### config.mk
export PLATFORM = sky130hd
export DESIGN_NAME = sapf_ctrl
export DESIGN_NICKNAME = d
export VERILOG_FILES = /design/src/hw/sapf_pkg.sv /design/src/hw/sapf_sar_if.sv /design/src/hw/sapf_ctrl.sv /design/src/hw/sapf_sar_engine.sv
export SDC_FILE = /design/constraint.sdc
export NUM_CORES = 1
export LEC_CHECK = 0
export BUFFER_PORTS_ARGS = -buffer_cell sky130_fd_sc_hd__buf_2
export CORE_MARGIN = 8
export CORE_UTILIZATION = 30
export DETAILED_ROUTE_END_ITERATION = 12
export PLACE_DENSITY_LB_ADDON = 0.12
export SETUP_SLACK_MARGIN = 0.3
export SYNTH_ARGS = -nofsm -noshare
export SYNTH_HDL_FRONTEND = slang
export SYNTH_SLANG_ARGS = --single-unit
export TNS_END_PERCENT = 100
### constraint.sdc
create_clock -name clk -period 6.9 [get_ports clk]
set_input_delay 0.345 -clock clk [delete_from_list [all_inputs] [get_ports clk]]
set_output_delay 0.345 -clock clk [all_outputs]
set_load 0.02 [all_outputs]
### src/hw/sapf_pkg.sv
// Purpose: shared constants and types of the converter control block
// Assumes: 10 MHz system clock, 16-bit register address, 8-bit data
// Notes:   the conversion clock is the system clock itself
`default_nettype none

package sapf_pkg;

  // clock rate and reference settling time (software waits for it)
  localparam int unsigned CLK_HZ          = 10_000_000;
  localparam int unsigned REF_SETTLE_US   = 14;
  localparam int unsigned REF_SETTLE_CYC  =
    (REF_SETTLE_US * (CLK_HZ / 1_000_000));

  // register addresses
  localparam logic [15:0] ADDR_RESULT_LO  = 16'hff08;
  localparam logic [15:0] ADDR_RESULT_HI  = 16'hff09;
  localparam logic [15:0] ADDR_MODE       = 16'hff28;
  localparam logic [15:0] ADDR_CHANNEL    = 16'hff29;
  localparam logic [15:0] ADDR_CMP_MODE   = 16'hff2a;
  localparam logic [15:0] ADDR_THRESHOLD  = 16'hff2b;

  // field positions
  localparam int unsigned MODE_RUN_BIT    = 7;
  localparam int unsigned MODE_TSEL_LSB   = 3;
  localparam int unsigned MODE_TSEL_MSB   = 5;
  localparam int unsigned MODE_REF_BIT    = 0;
  localparam int unsigned CMP_EN_BIT      = 7;
  localparam int unsigned CMP_POL_BIT     = 6;
  localparam int unsigned CHAN_W          = 3;

  // reset values
  localparam logic [7:0]  MODE_RST        = 8'h00;
  localparam logic [7:0]  CHAN_RST        = 8'h00;
  localparam logic [7:0]  CMP_MODE_RST    = 8'h00;
  localparam logic [7:0]  THRESHOLD_RST   = 8'h00;

  // converter geometry
  localparam int unsigned RES_W           = 10;
  localparam int unsigned THR_W           = 8;
  localparam logic [3:0]  SAR_MSB         = 4'h9;
  localparam logic [9:0]  SAR_HALF        = 10'h200;

  // cycles per SAR step (tap settles, request, then capture) and for all ten steps
  localparam logic [8:0]  STEP_CYC        = 9'h004;
  localparam logic [8:0]  SAR_CYC         = 9'h028;

  // whole conversion times in clocks, per time select code
  localparam logic [2:0]  TSEL_192        = 3'h2;
  localparam logic [2:0]  TSEL_144        = 3'h4;
  localparam logic [2:0]  TSEL_120        = 3'h5;
  localparam logic [2:0]  TSEL_96         = 3'h6;
  localparam logic [8:0]  CONV_CYC_192    = 9'h0c0;
  localparam logic [8:0]  CONV_CYC_144    = 9'h090;
  localparam logic [8:0]  CONV_CYC_120    = 9'h078;
  localparam logic [8:0]  CONV_CYC_96     = 9'h060;

  typedef enum logic [1:0] {
    SAPF_IDLE    = 2'b00,
    SAPF_SAMPLE  = 2'b01,
    SAPF_CONVERT = 2'b10
  } sapf_state_e;

endpackage

`default_nettype wire

### src/hw/sapf_sar_if.sv
// Purpose: link between register side and the SAR sequencer
// Assumes: both ends on the same clock
// Notes:   start and abort are single-cycle requests
`default_nettype none

interface sapf_sar_if;
  logic       start;
  logic       abort;
  logic [8:0] sample_cycles;
  logic       cmp_high;
  logic       busy;
  logic       done;
  logic [9:0] result;
  logic       sample_on;
  logic [9:0] tap;
  logic       cmp_req;

  modport ctrl (
    output start, abort, sample_cycles, cmp_high,
    input  busy, done, result, sample_on, tap, cmp_req
  );
  modport eng (
    input  start, abort, sample_cycles, cmp_high,
    output busy, done, result, sample_on, tap, cmp_req
  );
endinterface

`default_nettype wire

### src/hw/sapf_ctrl.sv
// Purpose: register file and control of a 10-bit SAR converter with
//          threshold comparison
// Assumes: one system clock, synchronous reset, comparator output is
//          asynchronous to the clock
// Notes:   reads return data one clock after the read strobe
`default_nettype none

// How it works
// - with comparison on, result upper eight bits are compared to threshold
// - threshold register reads zero after reset
// - sample selected input for a set time, then hold until done
// - first step tries bit 9 at half-scale tap
// - later steps try next bit, tap from decided bits, keep when ge
// - after bit 0 the value goes to the result register
// - conversions repeat back to back while run bit 7 is set
// - any write to a control register aborts and restarts if running
// - result is rounded ratio times 1024, stored left aligned by 64
// - single selected input out of eight by the channel field
// - compare mode bit 7 picks plain conversion or threshold detect
// - comparison off: every result stored and done pulse raised
// - clearing run bit stops conversion at once, result undefined
// - polarity 0: done pulse only when upper bits ge threshold
// - polarity 1: done pulse only when upper bits below threshold
// - each completion overwrites the result, read or not
// - result register is not cleared by reset
module sapf_ctrl (
  input  wire logic        clk,
  input  wire logic        rst_n,
  input  wire logic [15:0] bus_addr,
  input  wire logic        bus_wr,
  input  wire logic        bus_rd,
  input  wire logic [7:0]  bus_wdata,
  output logic      [7:0]  bus_rdata,
  output logic      [2:0]  channel_bits,
  output logic             sample_hold_sample,
  output logic      [9:0]  ladder_tap,
  output logic             compare_req,
  input  wire logic        comparator_high,
  output logic             reference_gen_enable,
  output logic             conversion_active,
  output logic             conversion_done_irq
);

  // software-visible state
  logic [7:0] converter_mode_reg;
  logic [7:0] channel_select_reg;
  logic [7:0] compare_mode_reg;
  logic [7:0] compare_threshold_reg;
  logic [9:0] conversion_result_reg;
  logic [7:0] rdata_reg;
  logic       irq_reg;

  // comparator synchroniser
  logic       cmp_meta_reg;
  logic       cmp_sync_reg;

  // control terms
  logic       ctl_write;
  logic       done_ok;
  logic       conversion_run;
  logic       compare_enable;
  logic       compare_polarity;
  logic [2:0] conversion_time_sel;
  logic [7:0] rdata_next;

  sapf_sar_if sar ();

  // a write to any of the four control registers counts here
  function automatic logic is_ctl_addr(input logic [15:0] a);
    is_ctl_addr = (a == sapf_pkg::ADDR_MODE)    ||
                  (a == sapf_pkg::ADDR_CHANNEL) ||
                  (a == sapf_pkg::ADDR_CMP_MODE) ||
                  (a == sapf_pkg::ADDR_THRESHOLD);
  endfunction

  // whole conversion time in clocks for a time select code;
  // unlisted codes are not allowed, so fall back to the slowest
  function automatic logic [8:0] conv_cycles(input logic [2:0] sel);
    case (sel)
      sapf_pkg::TSEL_192: conv_cycles = sapf_pkg::CONV_CYC_192;
      sapf_pkg::TSEL_144: conv_cycles = sapf_pkg::CONV_CYC_144;
      sapf_pkg::TSEL_120: conv_cycles = sapf_pkg::CONV_CYC_120;
      sapf_pkg::TSEL_96:  conv_cycles = sapf_pkg::CONV_CYC_96;
      default:            conv_cycles = sapf_pkg::CONV_CYC_192;
    endcase
  endfunction

  // threshold test on the upper eight result bits
  function automatic logic cmp_pass(
    input logic       en,
    input logic       pol,
    input logic [7:0] upper,
    input logic [7:0] thr
  );
    if (!en) begin
      cmp_pass = 1'b1;
    end else if (!pol) begin
      cmp_pass = (upper >= thr);
    end else begin
      cmp_pass = (upper < thr);
    end
  endfunction

  // field extraction
  assign conversion_run      = converter_mode_reg[sapf_pkg::MODE_RUN_BIT];
  assign conversion_time_sel =
    converter_mode_reg[sapf_pkg::MODE_TSEL_MSB:sapf_pkg::MODE_TSEL_LSB];
  assign compare_enable      = compare_mode_reg[sapf_pkg::CMP_EN_BIT];
  assign compare_polarity    = compare_mode_reg[sapf_pkg::CMP_POL_BIT];
  assign ctl_write           = bus_wr && is_ctl_addr(bus_addr);

  // mode register: run, time select, reference enable
  always_ff @(posedge clk) begin
    if (!rst_n) begin
      converter_mode_reg <= sapf_pkg::MODE_RST;
    end else if (bus_wr && bus_addr == sapf_pkg::ADDR_MODE) begin
      converter_mode_reg <= bus_wdata;
    end
  end

  // channel register: only the three select bits are stored
  always_ff @(posedge clk) begin
    if (!rst_n) begin
      channel_select_reg <= sapf_pkg::CHAN_RST;
    end else if (bus_wr && bus_addr == sapf_pkg::ADDR_CHANNEL) begin
      channel_select_reg <= {5'h00, bus_wdata[sapf_pkg::CHAN_W-1:0]};
    end
  end

  // comparison mode register: enable and polarity only
  always_ff @(posedge clk) begin
    if (!rst_n) begin
      compare_mode_reg <= sapf_pkg::CMP_MODE_RST;
    end else if (bus_wr && bus_addr == sapf_pkg::ADDR_CMP_MODE) begin
      compare_mode_reg <= {bus_wdata[sapf_pkg::CMP_EN_BIT],
                           bus_wdata[sapf_pkg::CMP_POL_BIT], 6'h00};
    end
  end

  // threshold register
  always_ff @(posedge clk) begin
    if (!rst_n) begin
      compare_threshold_reg <= sapf_pkg::THRESHOLD_RST;
    end else if (bus_wr && bus_addr == sapf_pkg::ADDR_THRESHOLD) begin
      compare_threshold_reg <= bus_wdata;
    end
  end

  // comparator output comes from the analog side: two flops first
  always_ff @(posedge clk) begin
    if (!rst_n) begin
      cmp_meta_reg <= 1'b0;
      cmp_sync_reg <= 1'b0;
    end else begin
      cmp_meta_reg <= comparator_high;
      cmp_sync_reg <= cmp_meta_reg;
    end
  end

  // sequencer requests; a control write in the same cycle as the
  // last decision wins, so that result is dropped with no pulse
  assign sar.abort         = ctl_write;
  assign sar.start         = conversion_run && !sar.busy &&
                             !ctl_write;
  assign sar.sample_cycles = conv_cycles(conversion_time_sel) -
                             sapf_pkg::SAR_CYC;
  assign sar.cmp_high      = cmp_sync_reg;
  assign done_ok           = sar.done && !ctl_write;

  sapf_sar_engine u_engine (
    .clk   (clk),
    .rst_n (rst_n),
    .sar   (sar)
  );

  // result is kept without reset and overwritten at every end
  always_ff @(posedge clk) begin
    if (done_ok) begin
      conversion_result_reg <= sar.result;
    end
  end

  // done pulse registered alongside the result update
  always_ff @(posedge clk) begin
    if (!rst_n) begin
      irq_reg <= 1'b0;
    end else begin
      irq_reg <= done_ok &&
                 cmp_pass(compare_enable, compare_polarity,
                          sar.result[sapf_pkg::RES_W-1:
                                     sapf_pkg::RES_W-sapf_pkg::THR_W],
                          compare_threshold_reg);
    end
  end

  // read mux; the result reads left aligned in two bytes
  always_comb begin
    rdata_next = 8'h00;
    case (bus_addr)
      sapf_pkg::ADDR_RESULT_LO:
        rdata_next = {conversion_result_reg[1:0], 6'h00};
      sapf_pkg::ADDR_RESULT_HI:
        rdata_next = conversion_result_reg[9:2];
      sapf_pkg::ADDR_MODE:      rdata_next = converter_mode_reg;
      sapf_pkg::ADDR_CHANNEL:   rdata_next = channel_select_reg;
      sapf_pkg::ADDR_CMP_MODE:  rdata_next = compare_mode_reg;
      sapf_pkg::ADDR_THRESHOLD: rdata_next = compare_threshold_reg;
      default:                  rdata_next = 8'h00;
    endcase
  end

  // read data held until the next read strobe
  always_ff @(posedge clk) begin
    if (!rst_n) begin
      rdata_reg <= 8'h00;
    end else if (bus_rd) begin
      rdata_reg <= rdata_next;
    end
  end

  // analog-side outputs, then status and read data
  assign channel_bits         =
    channel_select_reg[sapf_pkg::CHAN_W-1:0];
  assign sample_hold_sample   = sar.sample_on;
  assign ladder_tap           = sar.tap;
  assign compare_req          = sar.cmp_req;
  assign reference_gen_enable = converter_mode_reg[sapf_pkg::MODE_REF_BIT];
  assign conversion_active    = sar.busy;
  assign conversion_done_irq  = irq_reg;
  assign bus_rdata            = rdata_reg;

endmodule

`default_nettype wire

### src/hw/sapf_sar_engine.sv
// Purpose: sample, hold and bit-by-bit successive approximation
// Assumes: cmp_high is already synchronised, high when input >= tap
// Notes:   abort wins over every other event in the same cycle except the approximation register load
`default_nettype none

module sapf_sar_engine (
  input wire logic clk,
  input wire logic rst_n,
  sapf_sar_if.eng  sar
);

  sapf_pkg::sapf_state_e state_reg;
  logic [8:0]            cnt_reg;
  logic [3:0]            bit_reg;
  logic [9:0]            sar_reg;
  logic                  step_end;
  logic [9:0]            decided;
  logic [9:0]            bit_mask;

  assign step_end = (cnt_reg == sapf_pkg::STEP_CYC - 9'h001);
  assign bit_mask = 10'h001 << bit_reg;
  // the bit under test is kept only if the comparator says so
  assign decided  = sar.cmp_high ? sar_reg : (sar_reg & ~bit_mask);

  // sequencing: sample window, then ten steps of four clocks
  always_ff @(posedge clk) begin
    if (!rst_n) begin
      state_reg <= sapf_pkg::SAPF_IDLE;
      cnt_reg   <= 9'h000;
      bit_reg   <= 4'h0;
    end else if (sar.abort) begin
      state_reg <= sapf_pkg::SAPF_IDLE;
      cnt_reg   <= 9'h000;
    end else begin
      case (state_reg)
        sapf_pkg::SAPF_IDLE: begin
          cnt_reg <= 9'h000;
          if (sar.start) begin
            state_reg <= sapf_pkg::SAPF_SAMPLE;
          end
        end
        sapf_pkg::SAPF_SAMPLE: begin
          if (cnt_reg == sar.sample_cycles - 9'h001) begin
            state_reg <= sapf_pkg::SAPF_CONVERT; // hold from here
            cnt_reg   <= 9'h000;
            bit_reg   <= sapf_pkg::SAR_MSB;
          end else begin
            cnt_reg <= cnt_reg + 9'h001;
          end
        end
        sapf_pkg::SAPF_CONVERT: begin
          if (step_end) begin
            cnt_reg <= 9'h000;
            if (bit_reg == 4'h0) begin
              state_reg <= sapf_pkg::SAPF_IDLE;
            end else begin
              bit_reg <= bit_reg - 4'h1;
            end
          end else begin
            cnt_reg <= cnt_reg + 9'h001;
          end
        end
        default: begin
          state_reg <= sapf_pkg::SAPF_IDLE;
        end
      endcase
    end
  end

  // approximation register: trial bit set, then kept or cleared
  always_ff @(posedge clk) begin
    if (!rst_n) begin
      sar_reg <= 10'h000;
    end else if (state_reg == sapf_pkg::SAPF_SAMPLE) begin
      sar_reg <= sapf_pkg::SAR_HALF; // half-scale tap first
    end else if (state_reg == sapf_pkg::SAPF_CONVERT && step_end) begin
      // next tap built from bits already decided
      sar_reg <= (bit_reg == 4'h0) ? decided : (decided | (bit_mask >> 1));
    end
  end

  assign sar.busy      = (state_reg != sapf_pkg::SAPF_IDLE);
  assign sar.sample_on = (state_reg == sapf_pkg::SAPF_SAMPLE);
  assign sar.tap       = sar_reg;
  // request one clock before the decision is taken
  assign sar.cmp_req   = (state_reg == sapf_pkg::SAPF_CONVERT) &&
                         (cnt_reg == sapf_pkg::STEP_CYC - 9'h002);
  assign sar.done      = (state_reg == sapf_pkg::SAPF_CONVERT) && step_end &&
                         (bit_reg == 4'h0) && !sar.abort;
  assign sar.result    = decided;

endmodule

`default_nettype wire

==> flow_metrics.py, run 1 <==
metrics = {
    "run_status": {
        "outcome": "finished clean",
    },
    "grt": {
        "grt_pass1_vias": 3175,
        "grt_start_max_net_pins": 43,
        "gr-usage-met2": 0.193,
        "met3_usage": 0.0275,
        "grt_busiest_layer": "met2",
        "grtUsageMet1": 0.173,
        "antenna_found_initial": 0,
        "grt_overflow": 0,
        "grt_usage": 0.129,
        "grt_pass1_wl_um": 16800,
    },
    "critical_path": {
        "cp.arrival_ns": 3.50,
        "startpoint_type": "register",
        "crit_fanout": 12,
        "timing_worst_setup_path_type": "register to register",
        "worstPathRequired_ns": 7.11,
        "critPathMaxStageDelay_ns": 0.54,
        "cpMaxStageDelayCell": "nor4b_1",
        "worst-path-buf-inv": 1,
        "crit_path_cell_trace": "xor2_1 -> and2_1 -> inv_1 -> ha_1 -> nor2_1 -> ha_1 -> xnor2_1 -> nand4_1 -> nor4b_1 -> a31oi_1 -> a31oi_1 -> mux2i_1",
        "path_delay_family": "simple AND/OR/NAND/NOR gates",
        "end_kind": "register",
    },
    "sta": {
        "fmax_mhz": 304,
        "fin_ws_ns": 3.61,
        "rsz0062_at_grt": "no",
        "final-setup-viol-count": 0,
        "setup_tns_ns": 0,
        "hold-worst-slack_ns": 0.217,
        "max_slew_margin": 0.315,
        "finalMaxSlewViolations": 0,
        "tightest_slew_ns": 1.02,
        "fin_crit_ns": 3.29,
        "skew_ns": 0.00431,
        "finalHoldViolations": 0,
        "layout_worst_path_cycle_share": 0.476,
    },
    "place": {
        "routabilityCongestion": 0.794,
        "placed_area_mm2": 0.00418,
        "port_buffers": 54,
        "dp_hpwl_um": 7750,
        "dpl_worst_slack_ns": 3.65,
        "numPlacedInstances": 626,
    },
    "yosys": {
        "synthTopCellsByArea": "dfxtp_1 30%, edfxtp_1 8.0%, ha_1 8.0%",
        "synth-edff-count": 10,
        "syn_area_per_cell_um2": 8.97,
        "synth_common_cells": "57 x dfxtp_1, 29 x inv_1, 29 x nand2_1",
        "ys_ff_latch": 67,
        "syn-num-nets": 474,
        "synth.yosys.seq_area_share": 0.382,
        "synth_area_leader_cell": "dfxtp_1",
        "synthDistinctLibCells": 58,
        "synthCells": 421,
        "yosysMostFrequentCell": "dfxtp_1",
        "synthArstFlopShare": 0,
        "yosys_most_used_dff": "dfxtp_1",
        "synth_area_mm2": 0.00377,
        "synth_top_area_frac": 0.302,
        "synth_warnings": 0,
    },
    "final_layout": {
        "ff_latch_area_mm2": 0.00144,
        "diodes": 0,
        "fin_nets": 518,
        "final_area_mm2": 0.00444,
        "multiInputGateArea_mm2": 0.00214,
        "nFillCells": 1294,
        "syn_to_final_growth_pct": 17.6,
        "utilization": 0.356,
        "fin_cells": 642,
        "layout-drive-gt1-share": 0.168,
    },
    "routing": {
        "routedWlPerCell_um": 15.8,
        "via_per_inst": 4.96,
        "firstDrtPassIters": 4,
        "ant_nets": 0,
        "drt-initial-drc-count": 281,
        "wirelength_um": 10100,
        "vias": 3187,
        "drc": 0,
    },
    "clock_tree": {
        "path_clk_slew_ns": 0.05,
        "clock-sinks": 67,
        "numCtsBuffers": 9,
        "hold_buffers": 0,
        "cts_tree": "done",
        "clk_path_buf_depth": 2,
        "post_cts_resized": 0,
        "clk-insertion-delay-late_ns": 0.33,
        "clockRootBuffer": "clkbuf_16",
        "cts_setup_buffers": 0,
        "htreeDepth": 3,
    },
    "power": {
        "swShare": 0.232,
        "internal_power_mw": 0.652,
        "power_frac_comb": 0.042,
        "power_frac_seq": 0.469,
        "peakVddDrop_uv": 133,
        "power.density_mw_per_mm2": 191,
        "power_mw": 0.849,
        "p_switching_mw": 0.197,
        "leakagePower_nw": 1.81,
        "clock_power_share": 0.489,
    },
    "floorplan": {
        "rows": 41,
        "die-area_mm2": 0.0164,
        "core_region_area_mm2": 0.0125,
        "die_x_um": 128,
        "ios": 55,
        "fp.dieH_um": 128,
        "start_util": 0.303,
    },
    "job": {
        "drv_cap": 0,
    },
    "min_path": {
        "worst_hold_path_type": "input pin to register",
    },
}
[power by group through the flow]
stage / Sequential, mW / Clock, mW / Combinational (mW)
CTS: 0.398 / 0.423 / 0.0361
global placement: 0.407 / 0 / 0.0360
floorplan: 0.408 / 0 / 0.0176
detailed placement: 0.407 / 0 / 0.0360
finish: 0.398 / 0.415 / 0.0356
global route: 0.398 / 0.445 / 0.0390
[layer usage]
metal,part of all wire,vias up
met4,0.021,0
met1,0.51,1493
met3,0.043,16
met2,0.43,67
met5,0,-
li1,-,1611
[cell usage in the layout (no fill, tap or decap), drive strengths merged, types with 3 or more instances in the layout]
cell type | synthesis | layout
dfxtp | 57 | 57
inv | 29 | 29
a21o | 4 | 4
nand2 | 29 | 29
nor2 | 23 | 23
a21oi | 7 | 7
nand2b | 4 | 4
a211oi | 5 | 5
o21ai | 18 | 18
a2bb2oi | 3 | 3
a22o | 9 | 9
xnor2 | 5 | 5
a21boi | 8 | 8
mux2i | 25 | 25
nand3 | 25 | 25
buf | 6 | 54
and3 | 6 | 6
or2 | 3 | 3
o2111ai | 3 | 3
a31oi | 10 | 10
and2 | 6 | 6
clkinv | 0 | 3
nand4 | 8 | 8
nor4 | 5 | 5
clkbuf | 15 | 11
ha | 24 | 24
edfxtp | 10 | 10
nor3 | 13 | 13
nor2b | 26 | 26
a22oi | 4 | 4
[cells by family after synthesis]
| kind of cell | synth area share |
|---|---|
| compound gates | 0.169 |
| mux | 0.0723 |
| simple gates | 0.230 |
| flops | 0.382 |
| fa+ha+maj | 0.0795 |
| xor+xnor | 0.0162 |
| buf+inv | 0.0510 |
[final timing paths]
check,startpoint,end,slack (ns),cells after the start
worst max-delay path,converter_mode_reg[3],u_engine.cnt_reg[2],3.61,12
worst min-delay path,comparator_high,cmp_meta_reg,0.22,2
worst max register to register,converter_mode_reg[3],u_engine.cnt_reg[2],3.61,12
worst min register to register,cmp_meta_reg,cmp_sync_reg,0.43,1
[cell type report]
class | count | area share
clock buffers | 11 | 0.0524
clock inverters | 5 | 0.00676
inverters | 29 | 0.0245
multi-input cells | 304 | 0.482
flip-flops and latches | 67 | 0.325
well taps | 172 | 0.0485
repair buffers | 54 | 0.0609
Note: power is estimated with default switching activity, not from simulation.
==> run 2, diff against run 1 <==
clock period = 2.8 ns   (was 6.9 ns; I/O delays follow)
==> run 2 against run 1 <==
Against the previous run:
- clock skew rose by 0.0033 ns
- die area unchanged
- power rose to 2.7 times the previous value
- core utilization rose by 2.4 points
- combinational power rose to 2.5 times the previous value
- critical path type unchanged
- routed wire length grew 3.7%
- final cell count is 2.6% higher
- non-clock buffer count is 17 higher
- register-to-register slack lost 3.3 ns
- first-iteration DRC count fell by 17%
- global-route usage is 0.50 points higher
- count of clock-buffer cells in the layout up 2
==> flow_metrics.py, run 2 (synthesis results as in run 1) <==
metrics = {
    "clock_tree": {
        "numCtsBuffers": 9,
        "path_clk_slew_ns": 0.06,
        "clk-insertion-delay-late_ns": 0.33,
        "htreeDepth": 3,
        "clk_path_buf_depth": 2,
        "cts_tree": "done",
        "clockRootBuffer": "clkbuf_16",
        "hold_buffers": 0,
        "clock-sinks": 67,
    },
    "sta": {
        "rsz0062_at_grt": "yes",
        "layout_worst_path_cycle_share": 0.884,
        "max_slew_margin": 0.601,
        "tightest_slew_ns": 0.597,
        "fin_crit_ns": 2.48,
        "skew_ns": 0.00763,
        "fmax_mhz": 404,
        "finalMaxSlewViolations": 0,
        "setup_tns_ns": 0,
        "final-setup-viol-count": 0,
        "finalHoldViolations": 0,
        "hold-worst-slack_ns": 0.0172,
    },
    "final_layout": {
        "layout-drive-gt1-share": 0.240,
        "syn_to_final_growth_pct": 25.7,
        "final_common_cell": "buf_2",
        "utilization": 0.381,
        "diodes": 0,
        "final_cell_mix": "54 x buf_2, 53 x dfxtp_1, 29 x nand2_1",
        "final_area_mm2": 0.00474,
        "fin_nets": 535,
    },
    "power": {
        "swShare": 0.213,
        "power_frac_seq": 0.434,
        "leakagePower_nw": 1.96,
        "p_switching_mw": 0.483,
        "clock_power_share": 0.527,
        "internal_power_mw": 1.78,
        "power.density_mw_per_mm2": 478,
        "power_frac_comb": 0.040,
        "peakVddDrop_uv": 198,
        "power_mw": 2.27,
    },
    "grt": {
        "grt_overflow": 0,
        "grt_usage": 0.134,
        "grt_start_max_net_pins": 19,
        "grt_pass1_wl_um": 17200,
        "antenna_found_initial": 0,
        "grt_pass1_vias": 3187,
    },
    "run_status": {
        "outcome": "finished clean",
    },
    "routing": {
        "wirelength_um": 10500,
        "ant_nets": 0,
        "via_per_inst": 4.96,
        "drc": 0,
        "dr_wl_met2_um": 4650,
        "met1_length_um": 5250,
        "drt-initial-drc-count": 234,
        "firstDrtPassIters": 7,
        "route.met3.wl_um": 436,
        "highest_layer": "met4",
        "routedWlPerCell_um": 15.9,
        "vias": 3267,
    },
    "critical_path": {
        "timing_worst_setup_path_type": "register to register",
        "crit_fanout": 3,
        "startpoint_type": "register",
        "reg2reg_slack_ns": 0.32,
        "critPathMaxStageDelay_ns": 0.34,
        "crit_path_cell_trace": "xor2_1 -> and2_4 -> inv_2 -> ha_4 -> nor2_4 -> ha_4 -> xnor2_2 -> nand4_1 -> nor4b_4 -> a31o_2 -> nand3_2 -> o311a_1",
        "worstPathRequired_ns": 3.02,
        "cpMaxStageDelayCell": "dfxtp_2",
        "cp.arrival_ns": 2.69,
        "end_kind": "register",
        "cpMostUsedCell": "ha_4",
    },
    "place": {
        "dp_hpwl_um": 8160,
        "routabilityCongestion": 0.812,
        "port_buffers": 54,
        "placed_area_mm2": 0.00431,
    },
    "min_path": {
        "worst_hold_path_type": "input pin to register",
    },
    "floorplan": {
        "ios": 55,
        "rows": 41,
        "die_x_um": 128,
        "start_util": 0.303,
        "fp.dieH_um": 128,
        "core_region_area_mm2": 0.0125,
        "die-area_mm2": 0.0164,
    },
    "job": {
        "drv_cap": 0,
    },
}
[run 2: cell types whose count changed in the layout (fill, tap and decap cells not counted), moves of 2 or more]
cell / before / now
nand2b_1: 4 / 2
ha_4: 0 / 3
ha_1: 24 / 20
a21boi_1: 0 / 4
dfxtp_1: 57 / 53
buf_4: 0 / 17
nand2b_4: 0 / 2
a21boi_0: 8 / 3
dfxtp_2: 0 / 4
clkinvlp_4: 2 / 0
clkinv_2: 3 / 1
[run 2: stage by stage]
stage / instances / worst slack (ns)
6_report: 659 / 0.325
5_1_grt: 659 / 0.193
4_1_cts: 659 / 0.280
3_5_place_dp: 639 / 0.153
3_3_place_gp: 639 / 0.196
2_1_floorplan: 421 / 0.301
[run 2: area by class of cell]
type | count | area, um2
clock buffer | 13 | 272
timing repair buffer | 71 | 398
clock inverter | 3 | 43.8
fill | 1250 | 7720
sequential | 67 | 1450
inverter | 29 | 109
tap | 172 | 215
multi-input combinational | 304 | 2260
[run 2: power groups by stage]
stage	combinational [mW]	clock, mW	sequential [mW]
2_1_floorplan	0.0434	0	1.01
3_3_place_gp	0.0906	0	1.00
3_5_place_dp	0.0907	0	1.00
4_1_cts	0.0913	1.22	0.982
5_1_grt	0.0990	1.26	0.982
6_report	0.0905	1.19	0.983
[run 2: final timing paths]
path              cells after the start                   from                  end
hold / removal                        2        comparator_high         cmp_meta_reg
setup reg to reg                     12  converter_mode_reg[4]  u_engine.bit_reg[0]
hold reg to reg                       1           cmp_meta_reg         cmp_sync_reg
setup / recovery                     12  converter_mode_reg[4]  u_engine.bit_reg[0]
[run 2: metal layers]
layer	global-route usage	up-vias
met1	0.177	1534
li1	-	1646
met4	0.0566	0
met5	0	-
met3	0.0262	13
met2	0.208	74
[run 2: timing repair]
action                     CTS  global route
gates resized for setup      7            17
buffers inserted             4             0
setup endpoints to repair   11            16
pin swaps                    9             8
[run 2: critical path, delay by kind of cell, from the launching register on]
family	cells	cell delay, ns
AO/OA/AOI/OAI	2	0.56
XOR/XNOR	2	0.25
adder cells (fa/ha/maj)	2	0.36
buffers and inverters	1	0.05
flip-flops	1	0.34
AND/OR/NAND/NOR	5	0.80
==> run 3, diff against run 2 <==
PLACE_DENSITY_LB_ADDON = default   (was 0.12)
SYNTH_HIERARCHICAL = 1   (was default)
==> run 3 against run 2 <==
Against the previous run:
- the flow now finishes with violations (negative setup slack)
- power is 8.4% lower
- synthesized cell count is 15% higher
- clock power is 16% lower
==> flow_metrics.py, run 3 <==
metrics = {
    "yosys": {
        "synthArstFlopShare": 0,
        "syn_area_per_cell_um2": 8.51,
        "synth-edff-count": 10,
        "yosysMostFrequentCell": "dfxtp_1",
        "synth.yosys.seq_area_share": 0.351,
        "ys_ff_latch": 67,
        "synthCells": 483,
        "synth_common_cells": "57 x dfxtp_1, 51 x nand2_1, 28 x a21oi_1, 28 x inv_1, 27 x nor2_1",
        "synth_top_area_frac": 0.278,
        "synth_warnings": 6,
        "yosys_most_used_dff": "dfxtp_1",
        "synthTopCellsByArea": "dfxtp_1 28%, edfxtp_1 7.3%, ha_1 7.3%",
        "synthDistinctLibCells": 66,
        "synth_area_leader_cell": "dfxtp_1",
        "synth_area_mm2": 0.00411,
    },
    "sta": {
        "skew_ns": 0.00474,
        "finalMaxSlewViolations": 0,
        "final-setup-viol-count": 15,
        "setup_tns_ns": -5.62,
        "tightest_slew_ns": 0.641,
        "fin_ws_ns": -0.439,
        "finalHoldViolations": 0,
        "rsz0062_at_grt": "yes",
        "fin_crit_ns": 3.24,
        "fmax_mhz": 309,
        "layout_worst_path_cycle_share": 1.16,
        "max_slew_margin": 0.569,
        "hold-worst-slack_ns": 0.0590,
    },
    "grt": {
        "antenna_found_initial": 0,
        "grt_pass1_vias": 3921,
        "grt_start_max_net_pins": 35,
        "grt_usage": 0.129,
        "grt_pass1_wl_um": 18900,
        "grt_overflow": 0,
    },
    "routing": {
        "drc": 0,
        "wirelength_um": 11600,
        "vias": 3955,
        "firstDrtPassIters": 4,
        "dr_wl_met2_um": 5380,
        "ant_nets": 0,
        "via_per_inst": 5.20,
        "routedWlPerCell_um": 15.2,
        "drt-initial-drc-count": 290,
        "highest_layer": "met4",
        "met1_length_um": 5190,
        "route.met3.wl_um": 684,
    },
    "place": {
        "port_buffers": 54,
        "dpl_worst_slack_ns": -0.490,
        "routabilityCongestion": 0.814,
        "dp_hpwl_um": 8900,
    },
    "clock_tree": {
        "clk-insertion-delay-late_ns": 0.33,
        "path_clk_slew_ns": 0.05,
        "numCtsBuffers": 9,
        "clk_path_buf_depth": 2,
        "htreeDepth": 3,
        "clockRootBuffer": "clkbuf_16",
        "clock-sinks": 67,
        "cts_tree": "done",
    },
    "critical_path": {
        "r2r-start": "converter_mode_reg[3]",
        "cp.arrival_ns": 3.44,
        "timing_worst_setup_path_type": "register to register",
        "reg2reg_slack_ns": -0.44,
        "worstPathRequired_ns": 3.00,
        "rr_endpoint": "u_engine/cnt_reg[7]",
        "crit_fanout": 6,
        "startpoint_type": "register",
        "end_kind": "register",
        "r2r_cells": 14,
    },
    "run_status": {
        "outcome": "complete, but fails checks",
        "violations": "negative setup slack",
    },
    "power": {
        "power_mw": 2.08,
        "leakagePower_nw": 2.05,
        "power.density_mw_per_mm2": 391,
        "peakVddDrop_uv": 309,
    },
    "final_layout": {
        "nFillCells": 1331,
        "final_cell_mix": "54 x buf_2, 53 x dfxtp_1, 51 x nand2_1",
        "syn_to_final_growth_pct": 29.3,
        "final_common_cell": "buf_2",
        "layout-drive-gt1-share": 0.256,
        "fin_nets": 634,
        "diodes": 0,
    },
    "floorplan": {
        "die-area_mm2": 0.0177,
        "die_x_um": 133,
        "fp.dieH_um": 133,
        "core_region_area_mm2": 0.0133,
        "rows": 42,
        "ios": 55,
        "start_util": 0.309,
    },
    "min_path": {
        "holdPathEnd": "cmp_meta_reg",
        "min_from": "comparator_high",
        "worst_hold_path_type": "input pin to register",
        "holdPathStages": 2,
    },
    "job": {
        "drv_cap": 0,
    },
}
## run 3: worst max path at each step
stage                                     start               endpoint  slack [ns]  depth (start not counted)
after floorplan           converter_mode_reg[3]  u_engine/state_reg[0]       -0.48                         13
after detailed placement  converter_mode_reg[3]    u_engine/cnt_reg[7]       -0.49                         14
final                     converter_mode_reg[3]    u_engine/cnt_reg[7]       -0.44                         14
after CTS                 converter_mode_reg[3]    u_engine/cnt_reg[7]       -0.38                         14
after global routing      converter_mode_reg[3]    u_engine/bit_reg[3]       -0.58                         15
after global placement    converter_mode_reg[3]    u_engine/cnt_reg[4]       -0.40                         14
## run 3: layout make-up
class                           count  area, um2  area share
Clock inverter                      4       17.5     0.00330
Timing Repair Buffer               92        572       0.108
Multi-Input combinational cell    383       2700       0.508
Inverter                           28        108      0.0203
Clock buffer                       11        243      0.0457
Sequential cell                    67       1450       0.273
Tap cell                          176        220      0.0415
## run 3: critical path, cell delays in order (launching register included)
cell	delay, ns
dfxtp_4	0.34
xor2_1	0.15
and2_4	0.18
inv_4	0.04
ha_4	0.14
nand4bb_4	0.23
and3_4	0.19
xnor2_4	0.12
or4_1	0.41
o32a_1	0.31
a22o_4	0.26
o41ai_4	0.36
buf_4	0.22
a21o_1	0.11
a21oi_2	0.05
## run 3: metrics by stage
stage / instances / cell area, um2 / util
3_5_place_dp: 739 / 4860 / 0.365
2_1_floorplan: 497 / 4240 / -
3_3_place_gp: 739 / 4860 / 0.365
4_1_cts: 757 / 5250 / 0.395
5_1_grt: 761 / 5310 / 0.400
6_report: 761 / 5310 / 0.400
## run 3: cell families (layout without fill, tap and decap cells)
kind of cell,count (synthesis),in the layout,share of synthesized area
multiplexers,10,10,0.0256
AO/OA/AOI/OAI,115,115,0.199
flip-flops,67,67,0.351
adder cells (fa/ha/maj),24,24,0.0731
XOR/XNOR,12,12,0.0256
buffers and inverters,47,135,0.0505
other,1,15,0.000912
AND/OR/NAND/NOR,207,207,0.274
## run 3: where the power goes
| group | switching [mW] | leakage (nW) | total (mW) | internal, mW |
|---|---|---|---|---|
| sequential | 0.00217 | 0.556 | 0.977 | 0.975 |
| clock | 0.390 | 0.130 | 0.999 | 0.608 |
| combinational | 0.0600 | 1.36 | 0.0995 | 0.0395 |
| total | 0.452 | 2.05 | 2.08 | 1.62 |
## run 3: routing by layer
metal  global-route usage  up-vias
met2                0.212      100
met5                    0        -
li1                     -     1943
met4               0.0669        0
met3               0.0329       26
met1                0.152     1886
## run 3: what timing repair did
| action | CTS | global route |
|---|---|---|
| gates cloned | 0 | 0 |
| setup buffers | 3 | 4 |
| setup endpoints to repair | 26 | 26 |
| gates resized for setup | 23 | 8 |
| pin swaps | 13 | 8 |
| hold buffers | 0 | 0 |
